--- src/rtl/twbh_pkg.sv ---
// Constants, register map and state type for the two-wire byte handshake
package twbh_pkg;
  localparam logic [7:0] ADDR_CTRL = 8'h00;
  localparam logic [7:0] ADDR_STAT = 8'h04;
  localparam logic [7:0] ADDR_DATA = 8'h08;
  localparam logic [7:0] ADDR_RATE = 8'h0C;
  localparam int CTRL_FLAG = 7;
  localparam int CTRL_ACKEN = 6;
  localparam int CTRL_START = 5;
  localparam int CTRL_STOP = 4;
  localparam int CTRL_WCOL = 3;
  localparam int CTRL_EN = 2;
  localparam int CTRL_IE = 0;
  localparam logic [7:0] CODE_START = 8'h08;
  localparam logic [7:0] CODE_RSTART = 8'h10;
  localparam logic [7:0] CODE_ADR_ACK = 8'h18;
  localparam logic [7:0] CODE_ADR_NACK = 8'h20;
  localparam logic [7:0] CODE_DAT_ACK = 8'h28;
  localparam logic [7:0] CODE_DAT_NACK = 8'h30;
  localparam logic [7:0] CODE_ARB_LOST = 8'h38;
  localparam logic [7:0] CODE_NO_INFO = 8'hF8;
  localparam logic [7:0] RATE_RESET = 8'h00;
  localparam logic [14:0] HALF_BASE = 15'h0008;
  localparam logic [2:0] LAST_BIT = 3'h7;
  typedef enum logic [3:0] {
    TWBH_IDLE, TWBH_S_LOW, TWBH_S_HIGH, TWBH_S_HOLD,
    TWBH_B_LOW, TWBH_B_HIGH, TWBH_A_LOW, TWBH_A_HIGH,
    TWBH_P_LOW, TWBH_P_HIGH, TWBH_P_DONE
  } twbh_state_t;
endpackage

--- src/rtl/twbh_top.sv ---
// Byte-level two-wire master transmitter with APB register access
`timescale 1ns/10ps
module twbh_top import twbh_pkg::*; (
  input wire logic MCLK,
  input wire logic ARST_N,
  input wire logic PSEL,
  input wire logic PENABLE,
  input wire logic PWRITE,
  input wire logic [7:0] PADDR,
  input wire logic [31:0] PWDATA,
  output logic [31:0] PRDATA,
  output logic PREADY,
  output logic PSLVERR,
  input wire logic GLOBAL_IRQ_EN,
  output logic IRQ_OUT,
  input wire logic SCL_I,
  output logic SCL_O,
  output logic SCL_OE,
  input wire logic SDA_I,
  output logic SDA_O,
  output logic SDA_OE
);

  function automatic logic [14:0] half_len(input logic [7:0] rate,
                                           input logic [1:0] ps);
    half_len = HALF_BASE + (15'(rate) << {ps, 1'b0});
  endfunction

  function automatic logic is_reg(input logic [7:0] a,
                                  input logic [7:0] r);
    is_reg = (a[7:2] == r[7:2]);
  endfunction

  logic scl_m_q, scl_s_q, sda_m_q, sda_s_q;
  logic pready_q, pslverr_q;
  logic [31:0] prdata_q;
  logic flag_q, ie_q, en_q, acken_q, sta_q, sto_q, wcol_q;
  logic [7:0] data_q, rate_q, code_q, stat_code_q;
  logic [1:0] ps_q;
  twbh_state_t state_q;
  logic [14:0] cnt_q;
  logic [2:0] idx_q;
  logic scl_low_q, sda_low_q, own_q, addr_q, done_q;
  logic scl_oe_q, sda_oe_q, irq_q;
  logic wr_acc, rd_acc, mapped;
  logic ctrl_wr, data_wr, go, run;
  logic [31:0] rd_val;

  // Pins come from outside the clock domain
  always_ff @(posedge MCLK or negedge ARST_N) begin
    if (!ARST_N) begin
      scl_m_q <= 1'b1;
      scl_s_q <= 1'b1;
      sda_m_q <= 1'b1;
      sda_s_q <= 1'b1;
    end else begin
      scl_m_q <= SCL_I;
      scl_s_q <= scl_m_q;
      sda_m_q <= SDA_I;
      sda_s_q <= sda_m_q;
    end
  end

  // One wait cycle so read data can come from a flop
  assign mapped = is_reg(PADDR, ADDR_CTRL) | is_reg(PADDR, ADDR_STAT) |
                  is_reg(PADDR, ADDR_DATA) | is_reg(PADDR, ADDR_RATE);
  assign wr_acc = PSEL & PENABLE & pready_q & PWRITE & mapped;
  assign rd_acc = PSEL & PENABLE & !pready_q & !PWRITE;
  assign ctrl_wr = wr_acc & is_reg(PADDR, ADDR_CTRL);
  assign data_wr = wr_acc & is_reg(PADDR, ADDR_DATA);
  // Clear request with enable starts the engine; zero bit does nothing
  // A set flag is cleared by this same write; done_q blocks a set race
  assign go = ctrl_wr & PWDATA[CTRL_FLAG] & PWDATA[CTRL_EN] & !done_q &
              (state_q == TWBH_IDLE);
  // High states count while SCL is still held low or once it is released and seen high
  assign run = scl_s_q | scl_low_q | !((state_q == TWBH_S_HIGH) |
               (state_q == TWBH_B_HIGH) | (state_q == TWBH_A_HIGH) |
               (state_q == TWBH_P_HIGH));

  always_comb begin
    rd_val = 32'h0000_0000;
    if (is_reg(PADDR, ADDR_CTRL)) begin
      rd_val[CTRL_FLAG] = flag_q;
      rd_val[CTRL_ACKEN] = acken_q;
      rd_val[CTRL_START] = sta_q;
      rd_val[CTRL_STOP] = sto_q;
      rd_val[CTRL_WCOL] = wcol_q;
      rd_val[CTRL_EN] = en_q;
      rd_val[CTRL_IE] = ie_q;
    end else if (is_reg(PADDR, ADDR_STAT)) begin
      rd_val[7:0] = {stat_code_q[7:3], 1'b0, ps_q};
    end else if (is_reg(PADDR, ADDR_DATA)) begin
      rd_val[7:0] = data_q;
    end else if (is_reg(PADDR, ADDR_RATE)) begin
      rd_val[7:0] = rate_q;
    end
  end

  always_ff @(posedge MCLK or negedge ARST_N) begin
    if (!ARST_N) begin
      pready_q <= 1'b0;
      pslverr_q <= 1'b0;
      prdata_q <= 32'h0000_0000;
    end else begin
      pready_q <= PSEL & PENABLE & !pready_q;
      pslverr_q <= PSEL & PENABLE & !pready_q & !mapped;
      if (rd_acc) begin
        prdata_q <= rd_val;
      end
    end
  end

  // Control bits other than the flag and wcol, plus rate and prescaler
  always_ff @(posedge MCLK or negedge ARST_N) begin
    if (!ARST_N) begin
      ie_q <= 1'b0;
      en_q <= 1'b0;
      acken_q <= 1'b0;
      sta_q <= 1'b0;
      sto_q <= 1'b0;
      rate_q <= RATE_RESET;
      ps_q <= 2'h0;
    end else begin
      if (ctrl_wr) begin
        ie_q <= PWDATA[CTRL_IE];
        en_q <= PWDATA[CTRL_EN];
        acken_q <= PWDATA[CTRL_ACKEN];
        sta_q <= PWDATA[CTRL_START];
        sto_q <= PWDATA[CTRL_STOP];
      end
      if (wr_acc & is_reg(PADDR, ADDR_RATE)) begin
        rate_q <= PWDATA[7:0];
      end
      if (wr_acc & is_reg(PADDR, ADDR_STAT)) begin
        ps_q <= PWDATA[1:0];
      end
    end
  end

  // Completion flag: hardware set beats a software clear
  always_ff @(posedge MCLK or negedge ARST_N) begin
    if (!ARST_N) begin
      flag_q <= 1'b0;
    end else if (done_q) begin
      flag_q <= 1'b1;
    end else if (ctrl_wr & PWDATA[CTRL_FLAG]) begin
      flag_q <= 1'b0;
    end
  end

  // Shared address and data byte; writes only while flag is high
  always_ff @(posedge MCLK or negedge ARST_N) begin
    if (!ARST_N) begin
      data_q <= 8'h00;
      wcol_q <= 1'b0;
    end else if (data_wr) begin
      if (flag_q) begin
        data_q <= PWDATA[7:0];
        wcol_q <= 1'b0;
      end else begin
        wcol_q <= 1'b1;
      end
    end
  end

  // Status lags the flag by one cycle
  always_ff @(posedge MCLK or negedge ARST_N) begin
    if (!ARST_N) begin
      stat_code_q <= CODE_NO_INFO;
    end else begin
      stat_code_q <= flag_q ? code_q : CODE_NO_INFO;
    end
  end

  // Bus engine; idle while the flag is set
  always_ff @(posedge MCLK or negedge ARST_N) begin
    if (!ARST_N) begin
      state_q <= TWBH_IDLE;
      cnt_q <= 15'h0000;
      idx_q <= LAST_BIT;
      scl_low_q <= 1'b0;
      sda_low_q <= 1'b0;
      own_q <= 1'b0;
      addr_q <= 1'b0;
      done_q <= 1'b0;
      code_q <= CODE_NO_INFO;
    end else begin
      done_q <= 1'b0;
      if (!en_q && !go) begin
        // Disabling drops the bus mid-byte; no STOP is sent
        state_q <= TWBH_IDLE;
        scl_low_q <= 1'b0;
        sda_low_q <= 1'b0;
        own_q <= 1'b0;
      end else if (state_q == TWBH_IDLE) begin
        if (go) begin
          cnt_q <= half_len(rate_q, ps_q);
          idx_q <= LAST_BIT;
          if (PWDATA[CTRL_START]) begin
            state_q <= own_q ? TWBH_S_LOW : TWBH_S_HIGH;
          end else if (PWDATA[CTRL_STOP]) begin
            state_q <= TWBH_P_LOW;
          end else begin
            state_q <= TWBH_B_LOW;
          end
        end
      end else if (cnt_q != 15'h0000) begin
        if (run) begin
          cnt_q <= cnt_q - 15'h0001;
        end
      end else begin
        cnt_q <= half_len(rate_q, ps_q);
        case (state_q)
          TWBH_S_LOW: begin
            scl_low_q <= 1'b1;
            sda_low_q <= 1'b0;
            state_q <= TWBH_S_HIGH;
          end
          TWBH_S_HIGH: begin
            scl_low_q <= 1'b0;
            // Waits for a free bus before pulling SDA
            if (scl_s_q & sda_s_q) begin
              sda_low_q <= 1'b1;
              state_q <= TWBH_S_HOLD;
            end
          end
          TWBH_S_HOLD: begin
            scl_low_q <= 1'b1;
            code_q <= own_q ? CODE_RSTART : CODE_START;
            done_q <= 1'b1;
            own_q <= 1'b1;
            addr_q <= 1'b1;
            state_q <= TWBH_IDLE;
          end
          TWBH_B_LOW: begin
            scl_low_q <= 1'b1;
            sda_low_q <= !data_q[idx_q];
            state_q <= TWBH_B_HIGH;
          end
          TWBH_B_HIGH: begin
            if (scl_low_q) begin
              scl_low_q <= 1'b0;
            end else if (!sda_low_q & !sda_s_q) begin
              // Another master pulled SDA low: give up the bus
              code_q <= CODE_ARB_LOST;
              done_q <= 1'b1;
              own_q <= 1'b0;
              state_q <= TWBH_IDLE;
            end else begin
              scl_low_q <= 1'b1;
              idx_q <= idx_q - 3'h1;
              state_q <= (idx_q == 3'h0) ? TWBH_A_LOW : TWBH_B_LOW;
            end
          end
          TWBH_A_LOW: begin
            scl_low_q <= 1'b1;
            sda_low_q <= 1'b0;
            state_q <= TWBH_A_HIGH;
          end
          TWBH_A_HIGH: begin
            if (scl_low_q) begin
              scl_low_q <= 1'b0;
            end else begin
              scl_low_q <= 1'b1;
              if (addr_q) begin
                code_q <= sda_s_q ? CODE_ADR_NACK : CODE_ADR_ACK;
              end else begin
                code_q <= sda_s_q ? CODE_DAT_NACK : CODE_DAT_ACK;
              end
              addr_q <= 1'b0;
              done_q <= 1'b1;
              state_q <= TWBH_IDLE;
            end
          end
          TWBH_P_LOW: begin
            scl_low_q <= 1'b1;
            sda_low_q <= 1'b1;
            state_q <= TWBH_P_HIGH;
          end
          TWBH_P_HIGH: begin
            scl_low_q <= 1'b0;
            state_q <= TWBH_P_DONE;
          end
          TWBH_P_DONE: begin
            sda_low_q <= 1'b0;
            own_q <= 1'b0;
            state_q <= TWBH_IDLE;
          end
          default: begin
            state_q <= TWBH_IDLE;
          end
        endcase
      end
    end
  end

  // Pin drivers and interrupt line
  always_ff @(posedge MCLK or negedge ARST_N) begin
    if (!ARST_N) begin
      scl_oe_q <= 1'b0;
      sda_oe_q <= 1'b0;
      irq_q <= 1'b0;
    end else begin
      scl_oe_q <= flag_q | scl_low_q;
      sda_oe_q <= sda_low_q;
      irq_q <= flag_q & ie_q & GLOBAL_IRQ_EN;
    end
  end

  assign PRDATA = prdata_q;
  assign PREADY = pready_q;
  assign PSLVERR = pslverr_q;
  assign IRQ_OUT = irq_q;
  assign SCL_OE = scl_oe_q;
  assign SDA_OE = sda_oe_q;
  // Open drain: the driven level is always low
  assign SCL_O = 1'b0;
  assign SDA_O = 1'b0;

endmodule

--- config.mk ---
export PLATFORM = sky130hd
export DESIGN_NAME = twbh_top
export DESIGN_NICKNAME = d
export VERILOG_FILES = /design/src/rtl/twbh_pkg.sv /design/src/rtl/twbh_top.sv
export SDC_FILE = /design/constraint.sdc
export NUM_CORES = 1
export LEC_CHECK = 0
export BUFFER_PORTS_ARGS = -buffer_cell sky130_fd_sc_hd__buf_2
export CAP_MARGIN = 15
export CORE_MARGIN = 4
export CORE_UTILIZATION = 45
export DETAILED_ROUTE_END_ITERATION = 8
export PLACE_DENSITY = 0.7
export SYNTH_ARGS = -nofsm -noshare
export SYNTH_HDL_FRONTEND = slang
export SYNTH_SLANG_ARGS = --single-unit
--- constraint.sdc ---
create_clock -name MCLK -period 2.25 [get_ports MCLK]
set_input_delay 0.45 -clock MCLK [delete_from_list [all_inputs] [get_ports MCLK]]
set_output_delay 0.45 -clock MCLK [all_outputs]
set_load 0.005 [all_outputs]
## After elaboration in Yosys (flattened, before gate mapping)

Cells that the tools add are included.

| word-level totals | value |
|---|---|
| bits in registers | 85 |
| bits of input ports | 48 |
| output and inout bits | 39 |
| word-level logic and storage cells | 200 |

| cells by class | value |
|---|---|
| add/sub/neg operators | 3 |
| magnitude comparators | 1 |
| equality and inequality tests | 31 |
| shift operators | 1 |
| multiplexer cells | 69 |
| bitwise gates (word level) | 31 |
| reduce and logical (&&, ||, !) cells | 34 |

Operators with widths:

| cell | count |
|---|---|
| 2-to-1 mux 15 bit | 4 |
| 2-to-1 mux 8 bit | 7 |
| 2-to-1 mux 4 bit | 9 |
| one-hot mux 4 bit (8 select lines) | 1 |
| 2-to-1 mux 1 bit | 27 |
| one-hot mux 8 bit (3 select lines) | 1 |
| 2-to-1 mux 3 bit | 7 |
| bitwise AND 1 bit | 19 |
| 2-to-1 mux 6 bit | 3 |
| equality test 4 x 3 -> 1 bit (second input constant) | 4 |
| adder 4 x 15 -> 15 bit (first input constant) | 1 |
| AND reduction 5 bit | 3 |
| nonzero test 15 bit | 1 |
| << shifter 8 x 3 -> 15 bit | 1 |
| subtractor 15 x 1 -> 15 bit (second input constant) | 1 |
| != test 2 bit (second input constant) | 7 |
| equality test 4 bit (second input constant) | 3 |
| equality test 6 x 2 -> 1 bit (second input constant) | 2 |
| zero test 1 bit | 10 |
| 2-to-1 mux 5 bit | 2 |
| nonzero test 5 bit | 2 |
| != test 3 bit (second input constant) | 3 |
| OR 1 bit | 9 |
| equality test 4 x 2 -> 1 bit (second input constant) | 2 |
| other kinds (30) | 41 |

## Depth between registers and ports, before layout

| depth | value |
|---|---|
| word-level depth | 14 |
| depth in mapped cells | 10 |
| mapped depth without buffers | 7 |

## Worst setup path after synthesis

No wires, ideal clock.

| timing path | value |
|---|---|
| path kind | register to register |
| start | reg cnt_q[0] |
| end | reg state_q[2] |
| library setup time | 0.128 ns |
| arrival time | 2.291 ns |
| data required time | 2.122 ns |
| setup slack | -0.169 ns |
| cell stages (with the launch flop) | 8 |
| path buffers | 0 |
| period minus slack after synthesis | 2.419 ns |
| path through | dfrtp_1 -> inv_1 -> ha_1 -> nor4b_2 -> nand4_2 -> or4_1 -> and3_4 -> mux2_1 |

| on the way | value |
|---|---|
| longest elaborated chain between the ends | 3 |

RTL lines:

| item | line | source |
|---|---|---|
| start: declaration | twbh_top.sv:41 | `logic [14:0] cnt_q;` |
| start signal: assignment | twbh_top.sv:197 | `cnt_q <= half_len(rate_q, ps_q);` |
| start signal: assignment | twbh_top.sv:209 | `cnt_q <= cnt_q - 15'h0001;` |
| start signal: assignment | twbh_top.sv:212 | `cnt_q <= half_len(rate_q, ps_q);` |
| nonzero test 15 bit | twbh_top.sv:207 | `end else if (cnt_q != 15'h0000) begin` |
| != test 3 bit (no line) | -- |  |
| AND reduction 5 bit (no line) | -- |  |
| end signal: assignment | twbh_top.sv:200 | `state_q <= own_q ? TWBH_S_LOW : TWBH_S_HIGH;` |
| end signal: assignment | twbh_top.sv:252 | `state_q <= (idx_q == 3'h0) ? TWBH_A_LOW : TWBH_B_LOW;` |
| end: declaration | twbh_top.sv:40 | `twbh_state_t state_q;` |

Every way passes these cells.
A chain may end at the register's enable or synchronous reset.

## Worst setup path in the final report

Same ends and word-level chain as after synthesis.

==> summary.md <==
| Metric | Value |
|---|---|
| Status | `completed` |
| Final Critical Period | `~2200 ps` |
| Synth top area cells | `dfrtp_1 (32%), dfstp_2 (8.2%), mux2_2 (7.8%)` |
| Synth area leader | `dfrtp_1` |
| RSZ-0062 raised after global routing | `yes` |
| Post-Place Cells | `about 660` |
| Port buffer count | `34` |
| Drt pass-1 iters | `4` |
| Max Clock Skew | `21.0 ps` |
| DIE WIDTH | `about 110 um` |
| Layout Cells excl Fill | `approximately 680` |
| Worst-path fanout max | `4` |
| DP Area | `roughly 5400 um2` |
| Vias in the first global route | `between 3,000 and 4,000` |
| Worst-Skew Late Latency | `roughly 360 ps` |
| Max-Cap Viols | `0` |
| Hold wc startpoint | `SCL_I` |
| Vias | `~4,000` |
| Global-route wire length before repair | `around 20 mm` |
| WL/cell | `roughly 18 um` |
| Std cell rows | `37` |
| Post-synthesis register bit count | `77` |
| Register area share after synthesis | `40.6%` |
| Post-Synthesis Cells | `463` |
| Clock buffer depth | `2` |
| Leakage | `~2.6 nW` |
| Pwr Density | `between 400 and 500 nW/um2` |
| Relative slew slack | `approximately 64%` |
| Largest net degree at the start of global routing | `between 40 and 50` |
| FF-to-FF setup slack | `10 ps` |
| CP arrival | `between 2000 and 2500 ps` |
| Critical setup path kind | `reg2reg` |
| Synth top area share | `between 30 and 40%` |
| Top_reg_cell synth | `dfrtp_1` |
| Async SR Flop Fraction | `100%` |
| Final setup viols | `0` |
| Max-slew violation count | `0` |
| Post-synth EDFFs | `0` |
| CP startpoint kind | `flop` |
| Core area | `around 10,000 um2` |
| CTS Buf Count | `9` |
| Fmax | `446 MHz` |
| Layout cells sized above 1 | `36.3%` |
| Initial Util | `46.2%` |
| CTS tree | `built` |
| Residual DRC | `0` |
| Die area | `between 10,000 and 15,000 um2` |
| Top-Level Pins | `a little under 90` |
| Die height | `around 110 um` |
| NumNets Final | `just under 600` |
| Final setup margin | `9.55 ps` |
| Worst setup path startpoint | `cnt_q[0]$_DFFE_PN0P_` |
| Setup WS pre-CTS | `-204 ps` |
| CTS root buf | `clkbuf_8` |
| Layout fillers | `~900` |
| Initial antenna violation count | `0` |
| CTS H-tree depth | `3` |
| Routed Antenna Nets | `0` |
| Clock net sink count | `77` |
| Period utilization | `between 90% and 100%` |
| Yosys cell types | `between 70 and 80` |
| YS warnings | `0` |
| First-iteration detailed-routing DRC count | `between 100 and 150` |
| GRT Total Usage | `between 10% and 20%` |
| Worst VDD drop | `around 0.00039 V` |
| Min Hold Slack | `188 ps` |
| WL final | `around 12 mm` |
| Worst R2R Start | `cnt_q[0]$_DFFE_PN0P_` |
| Area Growth Syn to Fin | `17.9%` |
| CP required | `approximately 2500 ps` |
| HPWL Detailed | `between 9 and 10 mm` |
| Vias per Instance | `between 5 and 6` |
| Final weighted congestion in routability-driven placement | `slightly below 0.9` |
| CP Capture Type | `flop` |
| Mapped Area | `approximately 4800 um2` |
| Slew @ Worst Pin | `roughly 530 ps` |
| Fin util | `54.5%` |
| Worst Hold Class | `in2reg` |
| Clock slew at reported path FFs | `100 ps` |
| Remaining global-route overflow | `0` |
| Diodes inserted | `0` |
| Synthesized area per cell | `10.4 um2` |
| Final Hold Viols | `0` |
| Design area | `~5600 um2` |
## layout by cell type (no fill, tap or decap), types with 7 or more instances in the layout
master    instances
a22o_1           13
nor2b_1           7
conb_1           26
nand2_1          28
dfrtp_1          61
mux4_2            9
mux2i_1          12
buf_2            33
o211ai_1          7
clkbuf_8          9
nand3_1          15
o21ai_0          16
nor3_1           13
mux2_2           33
a31oi_1           7
nand4_1           9
nor2_1           27
buf_4            61
a21oi_1          18
dfstp_2          15
## timing repair
action,4_1_cts,5_1_grt
hold buffers,1,0
cloned,0,0
resized for setup,2,7
pin swaps,0,5
endpoints found under the hold margin,14,0
setup endpoints to repair,2,8
buffers inserted,0,3
## final timing paths
path,end,cells after the start
max in group asynchronous,idx_q[2]$_DFFE_PN1P_,3
max reg2reg,state_q[2]$_DFFE_PN0P_,7
max,state_q[2]$_DFFE_PN0P_,7
min reg2reg,sda_s_q$_DFF_PN1_,0
min,scl_m_q$_DFF_PN1_,1
min in group asynchronous,cnt_q[0]$_DFFE_PN0P_,2
## logic make-up after synthesis
kind of cell | share of synthesized area (%)
other | 0.0782
multiplexers | 15.0
AO/OA/AOI/OAI | 14.9
buffers and inverters | 7.70
XOR/XNOR | 1.46
AND/OR/NAND/NOR | 19.0
adder cells (fa/ha/maj) | 1.31
flip-flops | 40.6
## per-layer routing
metal | vias to the layer above | routed length, um | global-route usage [%]
li1 | 1833 | - | -
met1 | 2001 | 5220 | 26.0
met2 | 153 | 5840 | 31.0
met3 | 25 | 700 | 3.49
met4 | 0 | 295 | 8.27
met5 | - | 0 | 0
## synth_stat cells, types with 4 or more instances
master	count
a21oi_1	18
a22o_1	13
a31oi_1	7
buf_1	5
buf_4	28
clkbuf_1	18
dfrtp_1	62
dfstp_2	15
ha_1	5
inv_1	8
mux2_2	33
mux2i_1	12
mux4_2	9
nand2_1	28
nand2b_1	6
nand3_1	15
nand4_1	9
nor2_1	28
nor2b_1	7
nor3_1	13
nor4_1	5
o211ai_1	7
o21ai_0	16
o2bb2ai_1	4
or3_1	4
xor2_1	5
## sequential cells by signal, summed over array words and instances (netlist names), 2 cells and up
| name | cells |
|---|---|
| PRDATA | 8 |
| cnt_q | 15 |
| code_q | 4 |
| data_q | 8 |
| idx_q | 3 |
| ps_q | 2 |
| rate_q | 8 |
| stat_code_q | 4 |
| state_q | 4 |
## through the flow
stage                     TNS [ps]  power (mW)
after global routing          -167        2.78
after global placement        -692        1.61
after CTS                        0        2.69
after floorplan                  0        1.55
final                            0        2.67
after detailed placement     -1580        1.61
## critical path: stages (launching register included)
cell     delay (ps)
dfrtp_1         410
inv_2            80
ha_4            130
nor4b_4         280
nand4_2         190
or4_4           520
and3_4          220
mux2_4          300
## area by class of cell
cell class	count	area, um2	area share (%)
clock inverters	7	83.8	1.48
inverters	8	30.0	0.532
multi-input cells	346	2610	46.2
repair buffers	98	684	12.1
well taps	136	170	3.01
clock buffers	9	124	2.19
flip-flops and latches	77	1950	34.5
## report_power, final
group | leakage (nW) | internal (mW) | switching (mW)
registers | 1.01 | 1.40 | 0.0144
logic | 1.47 | 0.0703 | 0.106
clock network | 0.106 | 0.451 | 0.633
Note: power is estimated with default switching activity, not from simulation.
